## config.mk

```make
export PLATFORM = sky130hd
export DESIGN_NAME = ospc_config
export DESIGN_NICKNAME = d
export VERILOG_FILES = /design/src/ospc_pkg.sv /design/src/ospc_config.sv
export SDC_FILE = /design/constraint.sdc
export NUM_CORES = 1
export LEC_CHECK = 0
export BUFFER_PORTS_ARGS = -buffer_cell sky130_fd_sc_hd__buf_2
export CAP_MARGIN = 40
export CORE_ASPECT_RATIO = 1.25
export CORE_UTILIZATION = 51
export DETAILED_ROUTE_END_ITERATION = 10
export PLACE_DENSITY = 0.78
export SYNTH_ARGS = -nofsm -noshare
export SYNTH_HDL_FRONTEND = slang
export SYNTH_SLANG_ARGS = --single-unit
```

## constraint.sdc

```tcl
create_clock -name clk -period 3.8 [get_ports clk]
set_input_delay 0.19 -clock clk [delete_from_list [all_inputs] [get_ports clk]]
set_output_delay 0.19 -clock clk [all_outputs]
set_load 0.01 [all_outputs]
```

## src/ospc_pkg.sv

```systemverilog
/*
  Constants for the output source and analog PLL configuration slice:
  register offsets, field positions, reset values and lookup tables.
  Assumes an 8-bit register port with byte addresses from 0x63 up.
*/

// Notes on behaviour
// Sync bit rising holds all output dividers
// Sync bit falling releases all dividers together
// Two-bit source select for pair three
// Software avoids fast references on pair three
// Reserved bits written zero, read undefined
// Three-bit series resistor select, resets 001
// Two-bit second-pole capacitance, resets 01
// Second-pole bypass bit, resets to bypassed
// Time digitizer disable bit, resets zero
// Synth-only mode uses crystal alone
// Software forces free-run before synth-only mode
// Lock counter width 16 or 20 bits
// Lock override chooses automatic or manual
// Manual VCO select, codes above 001 reserved
// Five-bit manual lock code, resets 01011
// Five-bit pump current select, resets zero
// Sync edges detected from stored value
// Fields read back last written value

package ospc_pkg;

  // ---------------------------------------------------------------------
  // Register offsets
  // ---------------------------------------------------------------------
  localparam logic [15:0] OSPC_OFS_SYNC_SRC = 16'h0063;
  localparam logic [15:0] OSPC_OFS_SPARE_A = 16'h0064;
  localparam logic [15:0] OSPC_OFS_SPARE_B = 16'h0065;
  localparam logic [15:0] OSPC_OFS_SPARE_C = 16'h0066;
  localparam logic [15:0] OSPC_OFS_FIXED = 16'h0067;
  localparam logic [15:0] OSPC_OFS_LOOP_FILT = 16'h0068;
  localparam logic [15:0] OSPC_OFS_MODE_LOCK = 16'h0069;
  localparam logic [15:0] OSPC_OFS_MAN_VCO = 16'h006A;
  localparam logic [15:0] OSPC_OFS_PLL_SPARE = 16'h006B;
  localparam logic [15:0] OSPC_OFS_PUMP = 16'h006C;
  localparam int OSPC_NUM_REGS = 10;

  // ---------------------------------------------------------------------
  // Reset values
  // ---------------------------------------------------------------------
  localparam logic [7:0] OSPC_RST_SYNC_SRC = 8'h00;
  localparam logic [7:0] OSPC_RST_SPARE = 8'h00;
  localparam logic [7:0] OSPC_RST_FIXED = 8'hA0;
  localparam logic [7:0] OSPC_RST_LOOP_FILT = 8'h0B;
  localparam logic [7:0] OSPC_RST_MODE_LOCK = 8'h06;
  localparam logic [7:0] OSPC_RST_MAN_VCO = 8'h2B;
  localparam logic [7:0] OSPC_RST_PLL_SPARE = 8'h20;
  localparam logic [7:0] OSPC_RST_PUMP = 8'h00;

  // ---------------------------------------------------------------------
  // Field positions (lowest bit of each field)
  // ---------------------------------------------------------------------
  localparam int OSPC_BIT_SYNC = 7;
  localparam int OSPC_POS_SRC_SEL = 2;
  localparam int OSPC_POS_RES = 3;
  localparam int OSPC_POS_POLE = 1;
  localparam int OSPC_BIT_POLE_BYP = 0;
  localparam int OSPC_BIT_TIME_DIGITIZER_DISABLE = 4;
  localparam int OSPC_BIT_SYNTH = 3;
  localparam int OSPC_BIT_CNT_WIDTH = 1;
  localparam int OSPC_BIT_LOCK_OVR = 0;
  localparam int OSPC_POS_VCO_SEL = 5;
  localparam int OSPC_POS_LOCK_CODE = 0;
  localparam int OSPC_POS_PUMP = 0;

  // Highest manual VCO code that is not reserved
  localparam logic [2:0] OSPC_VCO_MAX = 3'h1;
  // Accumulator widths of the digital lock counter
  localparam logic [4:0] OSPC_CNT_NARROW = 5'h10;
  localparam logic [4:0] OSPC_CNT_WIDE = 5'h14;

  // ---------------------------------------------------------------------
  // Source choices for output pair three
  // ---------------------------------------------------------------------
  typedef enum logic [1:0] {
    OSPC_SRC_PLL = 2'h0,
    OSPC_SRC_REF_ZERO = 2'h1,
    OSPC_SRC_REF_ONE = 2'h2,
    OSPC_SRC_CRYSTAL = 2'h3
  } ospc_src_t;

  // ---------------------------------------------------------------------
  // Lookup tables: series resistor in ohms, pole capacitance in pF,
  // pump current in microamps
  // ---------------------------------------------------------------------
  function automatic logic [10:0] ospc_res_ohm(input logic [2:0] code);
    logic [10:0] r;
    r = 11'h000;
    case (code)
      3'h0: r = 11'd98;
      3'h1: r = 11'd107;
      3'h2: r = 11'd131;
      3'h3: r = 11'd168;
      3'h4: r = 11'd235;
      3'h5: r = 11'd294;
      3'h6: r = 11'd588;
      default: r = 11'd1180;
    endcase
    return r;
  endfunction : ospc_res_ohm

  function automatic logic [7:0] ospc_pole_pf(input logic [1:0] code);
    logic [7:0] c;
    c = 8'h00;
    case (code)
      2'h0: c = 8'd120;
      2'h1: c = 8'd160;
      2'h2: c = 8'd200;
      default: c = 8'd240;
    endcase
    return c;
  endfunction : ospc_pole_pf

  // Lower half steps by 110 uA from 110, upper half by 165 uA from 165
  function automatic logic [11:0] ospc_pump_ua(input logic [4:0] code);
    logic [11:0] step;
    logic [11:0] idx;
    step = code[4] ? 12'd165 : 12'd110;
    idx = {8'h00, code[3:0]} + 12'h001;
    return 12'(step * idx);
  endfunction : ospc_pump_ua

endpackage : ospc_pkg

```

## src/ospc_config.sv

```systemverilog
/*
  Register slice for output pair three source select, output divider
  synchronisation and analog PLL loop settings.
  Assumes a synchronous 8-bit register port on clk: one-cycle strobes,
  never read and write together, read data valid the cycle after.
*/
// The address-and-strobe port is this design's own decision.

`timescale 1ns/1ps
`default_nettype none

module ospc_config #(
  parameter int ADDR_W = 16
) (
  input wire logic clk,
  input wire logic reset,
  input wire logic [ADDR_W-1:0] addr,
  input wire logic [7:0] wr_data,
  input wire logic wr_en,
  input wire logic rd_en,
  output logic [7:0] rd_data,
  output logic out_div_hold,
  output logic out_div_hold_start,
  output logic out_div_release,
  output logic [1:0] out_pair_three_source_select,
  output logic out_src_pll,
  output logic out_src_input_ref_zero,
  output logic out_src_input_ref_one,
  output logic out_src_crystal,
  output logic [2:0] loop_series_resistor,
  output logic [10:0] loop_series_ohm,
  output logic [1:0] second_pole_setting,
  output logic [7:0] second_pole_pf,
  output logic second_pole_bypass,
  output logic time_digitizer_disable,
  output logic synth_only_mode,
  output logic lock_counter_width,
  output logic [4:0] lock_counter_bits,
  output logic lock_override_mode,
  output logic [2:0] manual_vco_select,
  output logic manual_vco_code_valid,
  output logic manual_vco_second,
  output logic [4:0] manual_lock_code,
  output logic [4:0] pump_current_select,
  output logic [11:0] pump_current_ua
);

  // ---------------------------------------------------------------------
  // Address decode
  // ---------------------------------------------------------------------
  logic [ADDR_W-1:0] base;
  logic [ADDR_W-1:0] rel;
  logic hit;
  logic [3:0] idx;

  assign base = ADDR_W'(ospc_pkg::OSPC_OFS_SYNC_SRC);
  assign rel = addr - base;
  assign hit = (addr >= base) &&
               (rel < ADDR_W'(ospc_pkg::OSPC_NUM_REGS));
  assign idx = rel[3:0];

  function automatic logic [7:0] rst_val(input int i);
    logic [7:0] v;
    v = ospc_pkg::OSPC_RST_SPARE;
    case (i)
      0: v = ospc_pkg::OSPC_RST_SYNC_SRC;
      4: v = ospc_pkg::OSPC_RST_FIXED;
      5: v = ospc_pkg::OSPC_RST_LOOP_FILT;
      6: v = ospc_pkg::OSPC_RST_MODE_LOCK;
      7: v = ospc_pkg::OSPC_RST_MAN_VCO;
      8: v = ospc_pkg::OSPC_RST_PLL_SPARE;
      9: v = ospc_pkg::OSPC_RST_PUMP;
      default: v = ospc_pkg::OSPC_RST_SPARE;
    endcase
    return v;
  endfunction : rst_val

  // ---------------------------------------------------------------------
  // Register storage
  // ---------------------------------------------------------------------
  // Every byte holds what was written, reserved positions included, so
  // reserved reads return whatever software put there.
  logic [7:0] regs_q [ospc_pkg::OSPC_NUM_REGS];
  logic [7:0] regs_d [ospc_pkg::OSPC_NUM_REGS];
  logic [7:0] rd_data_q;
  logic [7:0] rd_data_d;

  always_comb begin
    for (int i = 0; i < ospc_pkg::OSPC_NUM_REGS; i++) begin
      regs_d[i] = regs_q[i];
    end
    if (wr_en && hit) begin
      regs_d[idx] = wr_data;
    end
    rd_data_d = 8'h00;
    if (rd_en && hit) begin
      rd_data_d = regs_q[idx];
    end
  end

  always_ff @(posedge clk) begin
    if (reset) begin
      for (int i = 0; i < ospc_pkg::OSPC_NUM_REGS; i++) begin
        regs_q[i] <= rst_val(i);
      end
      rd_data_q <= 8'h00;
    end else begin
      for (int i = 0; i < ospc_pkg::OSPC_NUM_REGS; i++) begin
        regs_q[i] <= regs_d[i];
      end
      rd_data_q <= rd_data_d;
    end
  end

  assign rd_data = rd_data_q;

  // ---------------------------------------------------------------------
  // Output divider synchronisation
  // ---------------------------------------------------------------------
  // Edges come from the stored bit, so rewriting the same value leaves
  // the dividers alone.
  logic sync_bit;
  logic sync_prev_q;
  logic sync_prev_d;
  logic hold_start_q;
  logic hold_start_d;
  logic release_q;
  logic release_d;

  assign sync_bit = regs_q[0][ospc_pkg::OSPC_BIT_SYNC];

  always_comb begin
    sync_prev_d = sync_bit;
    hold_start_d = sync_bit && !sync_prev_q;
    release_d = !sync_bit && sync_prev_q;
  end

  always_ff @(posedge clk) begin
    if (reset) begin
      sync_prev_q <= 1'b0;
      hold_start_q <= 1'b0;
      release_q <= 1'b0;
    end else begin
      sync_prev_q <= sync_prev_d;
      hold_start_q <= hold_start_d;
      release_q <= release_d;
    end
  end

  // One shared hold level for every divider, so all leave reset together
  assign out_div_hold = sync_bit;
  assign out_div_hold_start = hold_start_q;
  assign out_div_release = release_q;

  // ---------------------------------------------------------------------
  // Source select for output pair three
  // ---------------------------------------------------------------------
  ospc_pkg::ospc_src_t src_sel;

  assign src_sel = ospc_pkg::ospc_src_t'(
    regs_q[0][ospc_pkg::OSPC_POS_SRC_SEL +: 2]);
  assign out_pair_three_source_select = src_sel;

  // A direct reference route is only safe below the reference limit,
  // which software has to respect; nothing here checks frequency.
  always_comb begin
    out_src_pll = 1'b0;
    out_src_input_ref_zero = 1'b0;
    out_src_input_ref_one = 1'b0;
    out_src_crystal = 1'b0;
    case (src_sel)
      ospc_pkg::OSPC_SRC_PLL: out_src_pll = 1'b1;
      ospc_pkg::OSPC_SRC_REF_ZERO: out_src_input_ref_zero = 1'b1;
      ospc_pkg::OSPC_SRC_REF_ONE: out_src_input_ref_one = 1'b1;
      ospc_pkg::OSPC_SRC_CRYSTAL: out_src_crystal = 1'b1;
      default: out_src_pll = 1'b1;
    endcase
  end

  // ---------------------------------------------------------------------
  // Loop filter settings
  // ---------------------------------------------------------------------
  assign loop_series_resistor =
    regs_q[5][ospc_pkg::OSPC_POS_RES +: 3];
  assign loop_series_ohm =
    ospc_pkg::ospc_res_ohm(loop_series_resistor);
  assign second_pole_setting =
    regs_q[5][ospc_pkg::OSPC_POS_POLE +: 2];
  assign second_pole_pf =
    ospc_pkg::ospc_pole_pf(second_pole_setting);
  assign second_pole_bypass =
    regs_q[5][ospc_pkg::OSPC_BIT_POLE_BYP];

  // ---------------------------------------------------------------------
  // Mode and lock control
  // ---------------------------------------------------------------------
  assign time_digitizer_disable =
    regs_q[6][ospc_pkg::OSPC_BIT_TIME_DIGITIZER_DISABLE];
  // Free-run forcing lives in another block; software sets it first.
  assign synth_only_mode = regs_q[6][ospc_pkg::OSPC_BIT_SYNTH];
  assign lock_counter_width =
    regs_q[6][ospc_pkg::OSPC_BIT_CNT_WIDTH];
  assign lock_counter_bits = lock_counter_width ?
    ospc_pkg::OSPC_CNT_WIDE : ospc_pkg::OSPC_CNT_NARROW;
  assign lock_override_mode =
    regs_q[6][ospc_pkg::OSPC_BIT_LOCK_OVR];

  // ---------------------------------------------------------------------
  // Manual lock values and pump current
  // ---------------------------------------------------------------------
  assign manual_vco_select =
    regs_q[7][ospc_pkg::OSPC_POS_VCO_SEL +: 3];
  assign manual_vco_code_valid =
    manual_vco_select <= ospc_pkg::OSPC_VCO_MAX;
  assign manual_vco_second = manual_vco_select[0] &&
    manual_vco_code_valid;
  assign manual_lock_code =
    regs_q[7][ospc_pkg::OSPC_POS_LOCK_CODE +: 5];
  assign pump_current_select =
    regs_q[9][ospc_pkg::OSPC_POS_PUMP +: 5];
  assign pump_current_ua =
    ospc_pkg::ospc_pump_ua(pump_current_select);

endmodule : ospc_config

`default_nettype wire

```

==> run summary <==
Outcome = complete, but fails checks
Failing checks = negative setup slack
Wirelength per Cell = 16.8 um
Antenna violations before repair = 0
Number of detailed-route iterations in the first pass = 4
Finished Core Util = 63.2%
Root buf cell = clkbuf_16
Width of the die = 98.8 um
Setup Skew = 0.00460 ns
Starting DRT DRC Count = 174
VDD IR max = 213 uV
Setup WS post-layout = -0.188 ns
Placed Area = 6490 um^2
First-pass GRT wire length = 22500 um
WP data required = 3.61 ns
Post-Place Setup Slack = -0.180 ns
Final hold vios = 0
Max Cap Viol = 0
Max_slew headroom = 42.7%
PwrDens = 302 nW/um^2
Vias in the first global route = 4697
GPL Wtd Cong = 0.864
Total gr overflow = 0
Hold_buf cts = 0
Top_reg_cell synth = dfxtp_1
Area occupied by multi-input gates = 3940 um^2
GRT Total Usage = 23.8%
ANT nets after route = 0
Share of power burned in the clock network = 45.0%
Sw Ratio = 23.0%
Maximum number of pins on one net before global-route repair = 52
Synth Area in XOR/XNOR = 2.79%
Sw power = 0.494 mW
Worst-path maximum fanout = 4
Post-Synth Adder-Cell Area = 10.6%
Final HPWL DP = 9950 um
Worst Hold Class = in2reg
# diodes = 0
Leak pwr = 3.49 nW
DR vias/cell = 5.50
Register area = 1830 um^2
Flop pwr share = 44.3%
Async SR Flop Fraction = 0%
Area growth from synthesis to layout = 19.0%
Critical Path AT = 3.80 ns
Worst skew pair latency = 0.34 ns
Max Transition Viols Final = 0
Minimum clock period = 3.99 ns
Final Cycle Share = 105%
Final Cell Area = 7110 um^2
Starting Density = 53.1%
Measured slew at the worst slew-check pin = 0.857 ns
Combinational Power Share = 10.7%
Register bit total from synthesis = 91
Die Ht = 123 um
Syn. warnings = 0
Die ar. = 12100 um^2
Crit end category = output pin
Compound-Gate Fraction of Synth Area = 7.19%
Max Clk Rate = 0.251 GHz
Total Power = 2.15 mW
Total clock sinks = 91
Yosys top cell by area = dfxtp_1
EDFF count, synth = 0
Avg Cell Area, Syn = 9.92 um^2
Std cell rows = 43
Setup TNS = -0.473 ns
DRC violations left = 0
Commonest non-fill, non-tap cells in the layout = buf_2, dfxtp_1, mux2i_1, nand2b_1, nor2_1
IO buf count = 98
CTS HTree Levels = 3
Cell area after synthesis = 5970 um^2
Simple-Gate Fraction of Synth Area = 21.0%
# nets final = 763
Post-synthesis mux area share = 19.9%
Layout cell share with drive strength beyond 1 = 31.5%
Fill count = 886
Final setup vio count = 4
Post-Syn Instances = 602
Most common cell after layout, fill and taps aside = buf_2
Synth area leaders = dfxtp_1, mux2i_1, nand2b_1, ha_1, mux4_2
Inserted Clock Buffers = 9
RSZ-0062 raised after global routing = yes
Worst setup path class = reg2out
Core box area = 11200 um^2
Yosys top cell area share = 30.5%
Clock Path Buffers = 2
Register area share after synthesis = 30.5%
I/O Pins = 106
Int Pwr = 1.65 mW
Largest family of logic cells by synthesized area = simple AND/OR/NAND/NOR gates
Vias = 4571
Worst Setup Start Kind = flip-flop
Post-Route WL = 14000 um
Post-synth cell types = 49
Clock-pin slew on the worst setup and hold paths = 0.06 ns
CTS tree = built
[what timing repair did]
action	in CTS	in global routing
gates resized for setup	34	15
buffers inserted	3	5
pin swaps	19	14
endpoints found under the setup margin	5	5
[power groups by stage]
stage          registers, mW  logic, mW  clock network (mW)
6_report               0.952      0.229               0.966
5_1_grt                0.952      0.248                1.02
4_1_cts                0.952      0.220               0.983
3_5_place_dp           0.975      0.215                   0
3_3_place_gp           0.975      0.209                   0
2_1_floorplan          0.975      0.159                   0
[registers in the layout, indices dropped and copies added (netlist names)]
| name | cells |
|---|---|
| out_div_hold_start | 1 |
| out_div_release | 1 |
| rd_data | 8 |
| regs_q | 80 |
| sync_prev_q | 1 |
[through the flow]
step                std cells  hold WS [ns]
global route              831         0.126
floorplan                 610         0.351
detailed placement        807         0.411
CTS                       826         0.117
finish                    831         0.124
global placement          807         0.392
[critical path, cell delays in order, from the launching register on]
cell      delay (ns)
dfxtp_4         0.36
ha_4            0.18
and3_4          0.16
inv_4           0.07
mux2i_1         0.07
ha_1            0.28
inv_1           0.06
fa_1            0.46
inv_1           0.09
fa_1            0.45
ha_4            0.30
buf_4           0.13
nand2_4         0.05
o211ai_1        0.24
a31o_2          0.21
a21oi_2         0.06
xnor2_1         0.14
buf_2           0.15
[routing by layer]
metal,global-route usage [%],share of wire [%],up-vias
li1,-,-,2205
met1,25.2,38,2214
met2,46.5,56,119
met3,2.88,3.1,33
met4,11.4,3.1,0
met5,0,0,-
[cell usage after synthesis (2+ instances only)]
master    number
conb_1         2
nor3_1        17
ha_1          33
a311oi_2       8
nor2_1        39
o211ai_1       4
a21o_1         2
nand4_4        9
buf_2          3
o21a_1         4
xnor2_1       12
mux2i_1       83
clkbuf_1      21
o21bai_1       2
nor2b_1       13
mux4_2        16
and2_1         4
xor2_1         7
fa_1          11
buf_4         22
buf_1          7
or3_1          3
nand2b_1      77
nand2_1       35
nand3_1        4
a211oi_1       7
and3_1         3
dfxtp_1       91
inv_1         30
a21oi_1        5
o21ai_0        5
buf_6          6
[final timing paths]
kind | startpoint | end | slack [ns] | cells past startpoint
setup reg to reg | regs_q[5][5]$_SDFFE_PP0P_ | rd_data[5]$_SDFF_PP0_ | 2.47 | 3
hold / removal | wr_data[7] | regs_q[4][7]$_SDFFE_PP1P_ | 0.12 | 3
hold reg to reg | sync_prev_q$_SDFF_PP0_ | out_div_hold_start$_SDFF_PP0_ | 0.42 | 1
setup / recovery | regs_q[9][0]$_SDFFE_PP0P_ | pump_current_ua[11] | -0.19 | 17
[cell type report]
type / count / area share [%]
clock buffers: 12 / 3.61
clock inverters: 4 / 1.02
inverters: 31 / 1.67
multi-input cells: 429 / 55.4
flip-flops and latches: 91 / 25.7
well taps: 135 / 2.38
repair buffers: 129 / 10.2
[cell families after synthesis]
group / count (synthesis)
muxes: 99
DFF: 91
other: 2
adders and majority gates: 44
buffers and inverters: 90
AOI/OAI and AO/OA: 48
and+or+nand+nor: 209
xor gates and xnor gates: 19
(Power assumes the default switching activity.)
